`config.mk`:
```
export PLATFORM = sky130hd
export DESIGN_NAME = sie_evaluator
export DESIGN_NICKNAME = d
export VERILOG_FILES = /design/src/hw/sie_pkg.sv /design/src/hw/sie_evaluator.sv
export SDC_FILE = /design/constraint.sdc
export NUM_CORES = 1
export LEC_CHECK = 0
export ABC_CLOCK_PERIOD_IN_PS = 17860
export BUFFER_PORTS_ARGS = -buffer_cell sky130_fd_sc_hd__buf_2
export CAP_MARGIN = 10
export CORE_MARGIN = 3
export CORE_UTILIZATION = 50
export DETAILED_ROUTE_END_ITERATION = 8
export PLACE_DENSITY_LB_ADDON = 0.2
export RECOVER_POWER = 50
export REMOVE_ABC_BUFFERS = 1
export SKIP_LAST_GASP = 1
export SYNTH_ARGS = -nofsm -noshare
export SYNTH_HDL_FRONTEND = slang
export SYNTH_SLANG_ARGS = --single-unit
```
`constraint.sdc`:
```
create_clock -name clk -period 17.86 [get_ports clk]
set_input_delay 2.679 -clock clk [delete_from_list [all_inputs] [get_ports clk]]
set_output_delay 2.679 -clock clk [all_outputs]
set_load 0.02 [all_outputs]
```
`src/hw/sie_pkg.sv`:
```
// constants shared by the safety interlock evaluator
package sie_pkg;
    // clock rate in MHz
    localparam int CLK_MHZ = 10;
    // actuator polling period, microseconds
    localparam int POLL_PERIOD_US = 1000;
    localparam int POLL_CYC = POLL_PERIOD_US * CLK_MHZ;
    // longest relay travel before readback must agree, milliseconds
    localparam int RELAY_SETTLE_MS = 20;
    localparam int RELAY_SETTLE_CYC = RELAY_SETTLE_MS * 1000 * CLK_MHZ;
    // byte offsets of the registers
    localparam logic [5:0] OFS_CTRL = 6'h00;
    localparam logic [5:0] OFS_STATUS = 6'h04;
    localparam logic [5:0] OFS_TEACH_CNT = 6'h08;
    localparam logic [5:0] OFS_SWITCH_CNT = 6'h0C;
    // control fields
    localparam int CTRL_FB_BIT = 0;
    localparam int CTRL_START_BIT = 1;
    localparam int CTRL_LOCK_LSB = 4;
    localparam int CTRL_ACT_LSB = 8;
    localparam logic [31:0] CTRL_RST = 32'h00000F00;
    // status fields
    localparam int ST_MATCH_LSB = 0;
    localparam int ST_PRESENT_LSB = 4;
    localparam int ST_LOCKED_LSB = 8;
    localparam int ST_TAUGHT_LSB = 12;
    localparam int ST_RELAY_BIT = 16;
    localparam int ST_FAULT_BIT = 17;
    localparam int ST_FB_BIT = 18;
    // width of the operation totals
    localparam int CNT_W = 32;
    // evaluator states
    typedef enum logic [1:0] {SIE_OFF, SIE_ON, SIE_FAULT} sie_state_t;
endpackage

```
`src/hw/sie_evaluator.sv`:
```
// evaluation logic of the non-contact guard interlock
//
// Summary of operation
// - relays off whenever a guard opens
// - locking head: relays off on lock release
// - locked reported only with actuator present
// - one, two or four head channels
// - start request on start falling edge
// - teach-in stores expected code per channel
// - read code only once actuator present
// - compare read code with taught code
// - code match drives door output low
// - relays need all active matches; lamp lit
// - feedback option: start needs closed loop
// - welded contactor blocks next start
// - safe state on every detected fault
// - lamp off when relays drop
// - relay state checked by readback contacts
// - door outputs independent of relay state
// - fault: relays off, diag high, red
// - count teach-ins and switchings
//
// The implementer's own choices: the address map and the Avalon-MM interface to the registers.
`timescale 1ns/1ns
module sie_evaluator #(
    parameter int NUM_HEADS = 4,
    parameter int CODE_W = 16,
    parameter int POLL_CYC = sie_pkg::POLL_CYC,
    parameter int SETTLE_CYC = sie_pkg::RELAY_SETTLE_CYC
) (
    input wire logic clk,
    input wire logic rst,
    // avalon-mm slave
    input wire logic [5:0] address,
    input wire logic read,
    input wire logic write,
    input wire logic [3:0] byteenable,
    input wire logic [31:0] writedata,
    output logic [31:0] readdata,
    output logic waitrequest,
    // read head front ends, asynchronous pins
    input wire logic [NUM_HEADS-1:0] head_present,
    input wire logic [NUM_HEADS-1:0] head_code_valid,
    input wire logic [NUM_HEADS*CODE_W-1:0] head_code,
    input wire logic [NUM_HEADS-1:0] head_locked,
    output logic [NUM_HEADS-1:0] head_poll,
    // machine side pins, asynchronous
    input wire logic start_n,
    input wire logic feedback_closed,
    input wire logic teach_jumper,
    input wire logic relay_nc_a,
    input wire logic relay_nc_b,
    // open-drain door outputs: level and enable
    output logic [NUM_HEADS-1:0] door_state_output,
    output logic [NUM_HEADS-1:0] door_state_oe,
    // redundant relay drives and indicators
    output logic relay_a,
    output logic relay_b,
    output logic enable_lamp,
    output logic fault_indicator_output,
    output logic fault_lamp_red
);
    localparam int N = NUM_HEADS;
    // timers are wide enough for the default relay settle time
    localparam int TW = 24;
    localparam logic [TW-1:0] POLL_LAST = TW'(POLL_CYC - 1);
    localparam logic [TW-1:0] SETTLE_LAST = TW'(SETTLE_CYC - 1);

    // whole state of the block
    typedef struct packed {
        logic [N-1:0] pres_s1, pres_s2; // actuator in range
        logic [N-1:0] val_s1, val_s2; // code word valid
        logic [N-1:0] lck_s1, lck_s2; // locking bolt engaged
        logic [N-1:0][CODE_W-1:0] code_s1, code_s2;
        logic [1:0] start_s, fb_s, nca_s, ncb_s, jmp_s;
        logic start_prev, jmp_prev;
        logic [N-1:0][CODE_W-1:0] taught; // expected codes
        logic [N-1:0] taught_ok;
        logic [N-1:0][CODE_W-1:0] last_code; // latest read
        logic [N-1:0] fresh; // code seen this period
        logic [N-1:0] seen; // code seen last period
        logic [TW-1:0] poll_cnt;
        logic [N-1:0] poll;
        logic [TW-1:0] settle_cnt;
        sie_pkg::sie_state_t state; // enable sequencing
        logic relay_a, relay_b, lamp, diag, red;
        logic [N-1:0] door_oe;
        logic [31:0] ctrl;
        logic [sie_pkg::CNT_W-1:0] teach_cnt, switch_cnt;
        logic ack, wait_r;
        logic [31:0] rdata;
    } sie_st_t;

    sie_st_t q_ff, nxt_q;

    // per channel evaluation, shared by the update and the checks
    logic [N-1:0] active, lock_mask, code_eq, match_raw, match;
    logic [N-1:0] lock_ok, ch_ok;
    logic all_ok, fb_ok, start_fall, start_ok, disagree;

    // merge a bus write into a word under its byte enables
    function automatic logic [31:0] be_merge(input logic [31:0] old,
            input logic [31:0] wd, input logic [3:0] be);
        logic [31:0] r;
        // lanes that are not enabled keep their old byte
        r = old;
        for (int b = 0; b < 4; b++) begin
            if (be[b]) begin
                r[b*8 +: 8] = wd[b*8 +: 8];
            end
        end
        return r;
    endfunction

    assign active = q_ff.ctrl[sie_pkg::CTRL_ACT_LSB +: N];
    assign lock_mask = q_ff.ctrl[sie_pkg::CTRL_LOCK_LSB +: N];

    // channel checks; only the second sync stage is read
    always_comb begin
        for (int i = 0; i < N; i++) begin
            code_eq[i] = q_ff.last_code[i] == q_ff.taught[i];
            // a stale read does not count: polling must stay alive
            match_raw[i] = q_ff.pres_s2[i] & q_ff.seen[i]
                & q_ff.taught_ok[i] & code_eq[i];
            // bolt counts only with the actuator inside
            lock_ok[i] = ~lock_mask[i]
                | (q_ff.lck_s2[i] & q_ff.pres_s2[i]);
        end
    end
    assign match = match_raw & active;
    assign ch_ok = ~active | (match & lock_ok);
    assign all_ok = (&ch_ok) & (|active);
    assign fb_ok = ~q_ff.ctrl[sie_pkg::CTRL_FB_BIT]
        | q_ff.fb_s[1];
    assign start_fall = q_ff.start_prev & ~q_ff.start_s[1];
    assign start_ok = ~q_ff.ctrl[sie_pkg::CTRL_START_BIT] | start_fall;
    // closed readback contact while the relay is driven, or open
    // while released, is a stuck or welded relay
    assign disagree = (q_ff.nca_s[1] == q_ff.relay_a)
        | (q_ff.ncb_s[1] == q_ff.relay_b);

    // next state
    always_comb begin
        nxt_q = q_ff;
        // two-stage synchronisers on every pin
        // the first stage may go metastable, so only stage two is used
        nxt_q.pres_s1 = head_present;
        nxt_q.pres_s2 = q_ff.pres_s1;
        nxt_q.val_s1 = head_code_valid;
        nxt_q.val_s2 = q_ff.val_s1;
        nxt_q.lck_s1 = head_locked;
        nxt_q.lck_s2 = q_ff.lck_s1;
        nxt_q.code_s1 = head_code;
        nxt_q.code_s2 = q_ff.code_s1;
        nxt_q.start_s = {q_ff.start_s[0], start_n};
        nxt_q.fb_s = {q_ff.fb_s[0], feedback_closed};
        nxt_q.nca_s = {q_ff.nca_s[0], relay_nc_a};
        nxt_q.ncb_s = {q_ff.ncb_s[0], relay_nc_b};
        nxt_q.jmp_s = {q_ff.jmp_s[0], teach_jumper};
        nxt_q.start_prev = q_ff.start_s[1];
        nxt_q.jmp_prev = q_ff.jmp_s[1];

        // code capture, only from an actuator in range
        for (int i = 0; i < N; i++) begin
            if (q_ff.val_s2[i] && q_ff.pres_s2[i]) begin
                nxt_q.last_code[i] = q_ff.code_s2[i];
                nxt_q.fresh[i] = 1'b1;
            end
        end

        // dynamic polling: a head that stops answering reads as open
        nxt_q.poll = '0;
        if (q_ff.poll_cnt == POLL_LAST) begin
            nxt_q.poll_cnt = '0;
            nxt_q.poll = {N{1'b1}};
            // a capture in the tick cycle is not lost
            nxt_q.seen = q_ff.fresh | (q_ff.val_s2 & q_ff.pres_s2);
            nxt_q.fresh = q_ff.val_s2 & q_ff.pres_s2;
        end else begin
            nxt_q.poll_cnt = q_ff.poll_cnt + 1'b1;
        end

        // teach-in while the jumper is set
        if (q_ff.jmp_s[1]) begin
            for (int i = 0; i < N; i++) begin
                if (q_ff.val_s2[i] && q_ff.pres_s2[i]) begin
                    nxt_q.taught[i] = q_ff.code_s2[i];
                    nxt_q.taught_ok[i] = 1'b1;
                end
            end
        end
        if (q_ff.jmp_s[1] && !q_ff.jmp_prev) begin
            nxt_q.teach_cnt = q_ff.teach_cnt + 1'b1;
        end

        // door outputs follow the doors, not the relays
        nxt_q.door_oe = match_raw;

        // relay readback supervision
        // a stuck relay is only caught once the settle time runs out
        if (disagree && q_ff.state != sie_pkg::SIE_FAULT) begin
            nxt_q.settle_cnt = q_ff.settle_cnt + 1'b1;
        end else begin
            nxt_q.settle_cnt = '0;
        end

        // enable sequencing
        unique case (q_ff.state)
            sie_pkg::SIE_OFF: begin
                // no start while teaching or with an open loop
                if (all_ok && fb_ok && start_ok && !q_ff.jmp_s[1]) begin
                    nxt_q.state = sie_pkg::SIE_ON;
                    nxt_q.relay_a = 1'b1;
                    nxt_q.relay_b = 1'b1;
                    nxt_q.lamp = 1'b1;
                    nxt_q.switch_cnt = q_ff.switch_cnt + 1'b1;
                end
            end
            sie_pkg::SIE_ON: begin
                if (!all_ok || q_ff.jmp_s[1]) begin
                    nxt_q.state = sie_pkg::SIE_OFF;
                    nxt_q.relay_a = 1'b0;
                    nxt_q.relay_b = 1'b0;
                    nxt_q.lamp = 1'b0;
                end
            end
            sie_pkg::SIE_FAULT: begin
                // held until reset, nothing leaves it
                nxt_q.state = sie_pkg::SIE_FAULT;
            end
            default: begin
                // an illegal state code is treated as a fault
                nxt_q.state = sie_pkg::SIE_FAULT;
            end
        endcase

        // fault overrides everything above
        // placed last so that no branch above can re-enable a relay
        if (q_ff.settle_cnt == SETTLE_LAST
                || q_ff.relay_a != q_ff.relay_b) begin
            nxt_q.state = sie_pkg::SIE_FAULT;
        end
        if (nxt_q.state == sie_pkg::SIE_FAULT) begin
            nxt_q.relay_a = 1'b0;
            nxt_q.relay_b = 1'b0;
            nxt_q.lamp = 1'b0;
            nxt_q.diag = 1'b1;
            nxt_q.red = 1'b1;
        end

        // bus slave: one wait state, then the answer
        // a fixed wait state keeps the register decode off the bus path
        nxt_q.ack = 1'b0;
        if ((read || write) && !q_ff.ack) begin
            nxt_q.ack = 1'b1;
            unique case (address)
                sie_pkg::OFS_CTRL: nxt_q.rdata = q_ff.ctrl;
                sie_pkg::OFS_STATUS: begin
                    nxt_q.rdata = '0;
                    nxt_q.rdata[sie_pkg::ST_MATCH_LSB +: N] = match;
                    nxt_q.rdata[sie_pkg::ST_PRESENT_LSB +: N] =
                        q_ff.pres_s2;
                    nxt_q.rdata[sie_pkg::ST_LOCKED_LSB +: N] =
                        q_ff.lck_s2 & q_ff.pres_s2;
                    nxt_q.rdata[sie_pkg::ST_TAUGHT_LSB +: N] =
                        q_ff.taught_ok;
                    nxt_q.rdata[sie_pkg::ST_RELAY_BIT] = q_ff.relay_a;
                    nxt_q.rdata[sie_pkg::ST_FAULT_BIT] = q_ff.diag;
                    nxt_q.rdata[sie_pkg::ST_FB_BIT] = q_ff.fb_s[1];
                end
                sie_pkg::OFS_TEACH_CNT: nxt_q.rdata = q_ff.teach_cnt;
                sie_pkg::OFS_SWITCH_CNT: nxt_q.rdata = q_ff.switch_cnt;
                default: nxt_q.rdata = '0; // unmapped reads zero
            endcase
        end
        // write lands at the edge that sees waitrequest low
        if (q_ff.ack && write && address == sie_pkg::OFS_CTRL) begin
            nxt_q.ctrl = be_merge(q_ff.ctrl, writedata, byteenable);
        end
        nxt_q.wait_r = ~nxt_q.ack;
    end

    // state register; reset clears the totals along with the rest
    always_ff @(posedge clk or posedge rst) begin
        if (rst) begin
            q_ff <= '0;
            q_ff.state <= sie_pkg::SIE_OFF;
            q_ff.ctrl <= sie_pkg::CTRL_RST;
            q_ff.wait_r <= 1'b1;
        end else begin
            q_ff <= nxt_q;
        end
    end

    // outputs straight from the state register
    assign readdata = q_ff.rdata;
    assign waitrequest = q_ff.wait_r;
    assign head_poll = q_ff.poll;
    // open-drain: only ever pulls low, enable carries the state
    assign door_state_output = '0;
    assign door_state_oe = q_ff.door_oe;
    assign relay_a = q_ff.relay_a;
    assign relay_b = q_ff.relay_b;
    assign enable_lamp = q_ff.lamp;
    assign fault_indicator_output = q_ff.diag;
    assign fault_lamp_red = q_ff.red;
endmodule

```
==> impl_metrics.toml <==
[run_status]
status = "finished with violations"
violations = "capacitance limit, slew limit"

[clock_network]
cts.clk_slew.worst_paths_ps = 60
clock_path_buffers = 3
hold_buffers = 0
cts_tree = "yes"
cts_sinks = 491
root_buffer = "clkbuf_16"
clk_latency_ps = 570
post_cts_resized = 0
numCtsBuffers = 48
cts-htree-levels = 2
cts_setup_buffers = 0

[run]
max-cap-violations = 1

[sta]
worst_slew_pin_slew_ps = 5540
setup_viol_count_final = 0
rsz0062_at_grt = "no"
timing.slew.headroom_pct = -271
clock_skew_ps = 15.3
hold_viol_final = 0
fmax_mhz = 137
fin_crit_sh_pct = 40.9
finalMaxSlewViolations = 127
finalCriticalPeriod_ps = 7300
final.setup.tns_ps = 0

[die]
row_count = 70
io_pins = 177
dieWidth_um = 201
die_h_um = 201
initial_core_util_pct = 51.4
core_area_um2 = 37000
dieArea_um2 = 40500

[synthesis]
yosysSeqAreaShare_pct = 64.5
avgSynthCellArea_um2 = 13.7
synthDistinctLibCells = 53
synth_seq_cells = 491
async_flop_share_pct = 100
syn_area_um2 = 19100
syn_inst = 1393
synth_top_flop_cell = "dfrtp_1"
synth_warnings = 0
synth_edf_count = 0

[routing]
post_drt_wl_per_cell_um = 18.2
avgViaCountPerCell = 5.21
vias = 10881
top_layer_used = "met5"
drt_iter0_markers = 515
route.detailed.drc = 0
wl_met2_um = 18400
wirelength_um = 38100
drt_first_pass_iters = 4
met1_length_um = 17000
met3_length_um = 1830
drt.antenna.violating_nets = 0

[finish]
nFillCells = 2970
final_common_cell = "dfrtp_1"
design_area_um2 = 21700
multi_input_area_um2 = 6160
seqCellArea_um2 = 12300
drive_gt1_share_pct = 28.8
area_growth_pct = 13.9
nNetsFinal = 1675
mostFrequentLayoutCells = "dfrtp_1, mux2_2, buf_2, xor2_1, nand2_1"

[critical_path]
arrival_ps = 7880
path_class = "in -> async"
end_kind = "asynchronous set/reset pin"
required_ps = 18450
crit_path_start_kind = "input pin"
cp_cell_sequence = "buf_2, clkinvlp_2, buf_4, buf_4"
cpPeakStageDelay_ps = 3050
cp_max_fo = 126
crit_top_cell = "buf_4"
slowest_stage = "clkinvlp_2"

[power_and_ir_drop]
peakVddDrop_mv = 0.0879
power_mw = 2.52
power.density_nw_per_um2 = 116
p_leak_nw = 10.1

[global_route]
grt_pass1_vias = 11337
antenna_found_initial = 4
grt_pass1_wl_um = 61900
grt_max_degree = 127
grt_usage_pct = 19.2
overflow = 0

[placement]
place_area_um2 = 20100
gp_congestion = 0.808
portBuffers = 172
hpwl_um = 25900

[min_path]
hold_path.class = "reg -> reg"
## per-stage QoR
step                      util, %  worst slack [ps]  hold slack [ps]  cells
after floorplan                 -              1480              331   1311
after detailed placement     54.4             12520              335   1998
after global placement       54.4             12600              332   1998
after global routing         58.6              9470              347   2089
final                        58.6             10560              341   2089
after CTS                    58.8             13140              344   2087
## flip-flops by register name (all words and copies together), names as in the netlist
signal and flops:
door_state_oe 4, active 4, lock_mask 4, relay_a 1, fault_lamp_red 1, readdata 32
nxt_q 83, waitrequest 1, head_poll 1, q_ff 360
## area by class of cell
cell class / instances / share of cell area [%]
flip-flops and latches: 491 / 56.6
multi-input cells: 807 / 28.4
clock buffers: 71 / 6.63
repair buffers: 183 / 4.27
well taps: 504 / 2.90
clock inverters: 18 / 0.951
inverters: 13 / 0.231
diodes: 2 / 0.0231
## cells by family after synthesis
logic type | Yosys count | synth area share (%)
AOI/OAI and AO/OA | 92 | 3.30
xor gates and xnor gates | 164 | 7.54
adders and majority gates | 4 | 0.263
buffers and inverters | 98 | 2.94
DFF | 491 | 64.5
muxes | 193 | 12.1
other | 1 | 0.0197
and+or+nand+nor | 350 | 9.33
## cells in the mapped netlist, drive strengths merged, types with 3 or more instances
master	n	area share [%]
ha	4	0.26
and4	5	0.23
or3	8	0.26
xnor2	72	3.3
inv	13	0.26
clkbuf	32	0.63
and2	10	0.33
nor2b	3	0.098
a22o	19	0.87
a31oi	10	0.33
nand2b	10	0.33
nand3	43	1.1
mux2	181	11
nor3	25	0.74
nand4	33	1.2
xor2	92	4.2
a21oi	6	0.16
nor2	73	1.4
dfstp	5	0.69
buf	53	2.1
mux4	12	1.4
and3	23	0.76
o21ai	32	0.84
a22oi	14	0.55
dfrtp	486	64
nand2	89	1.8
or4	4	0.18
nor4	18	0.62
## critical path: cells and delay by family
family                 cells  cell delay [ps]
buffers and inverters      4             5070
## report_power, final
group          total, mW  switching, mW  internal, mW
Sequential          1.26         0.0636          1.20
Combinational      0.217          0.108         0.109
Clock               1.03          0.417         0.617
## final timing paths
kind,to,slack [ps],depth (start not counted),from
max,q_ff[402]$_DFF_PP0_,10560,4,rst
min,q_ff[385]$_DFF_PP0_,340,0,nxt_q[385]$_DFF_PP0_
min reg2reg,q_ff[385]$_DFF_PP0_,340,0,nxt_q[385]$_DFF_PP0_
max reg2reg,q_ff[65]$_DFFE_PP0P_,14050,7,q_ff[220]$_DFFE_PP0P_
max in group clk,q_ff[111]$_DFFE_PP0P_,13360,5,address[1]
min in group asynchronous,q_ff[156]$_DFF_PP0_,3850,2,rst
## layer usage
layer,vias to the layer above,GRT usage [%]
met1,5521,26.4
met5,-,0
li1,5076,-
met3,60,3.67
met4,4,6.40
met2,220,31.2
Power figures use the tool's default switching activity.
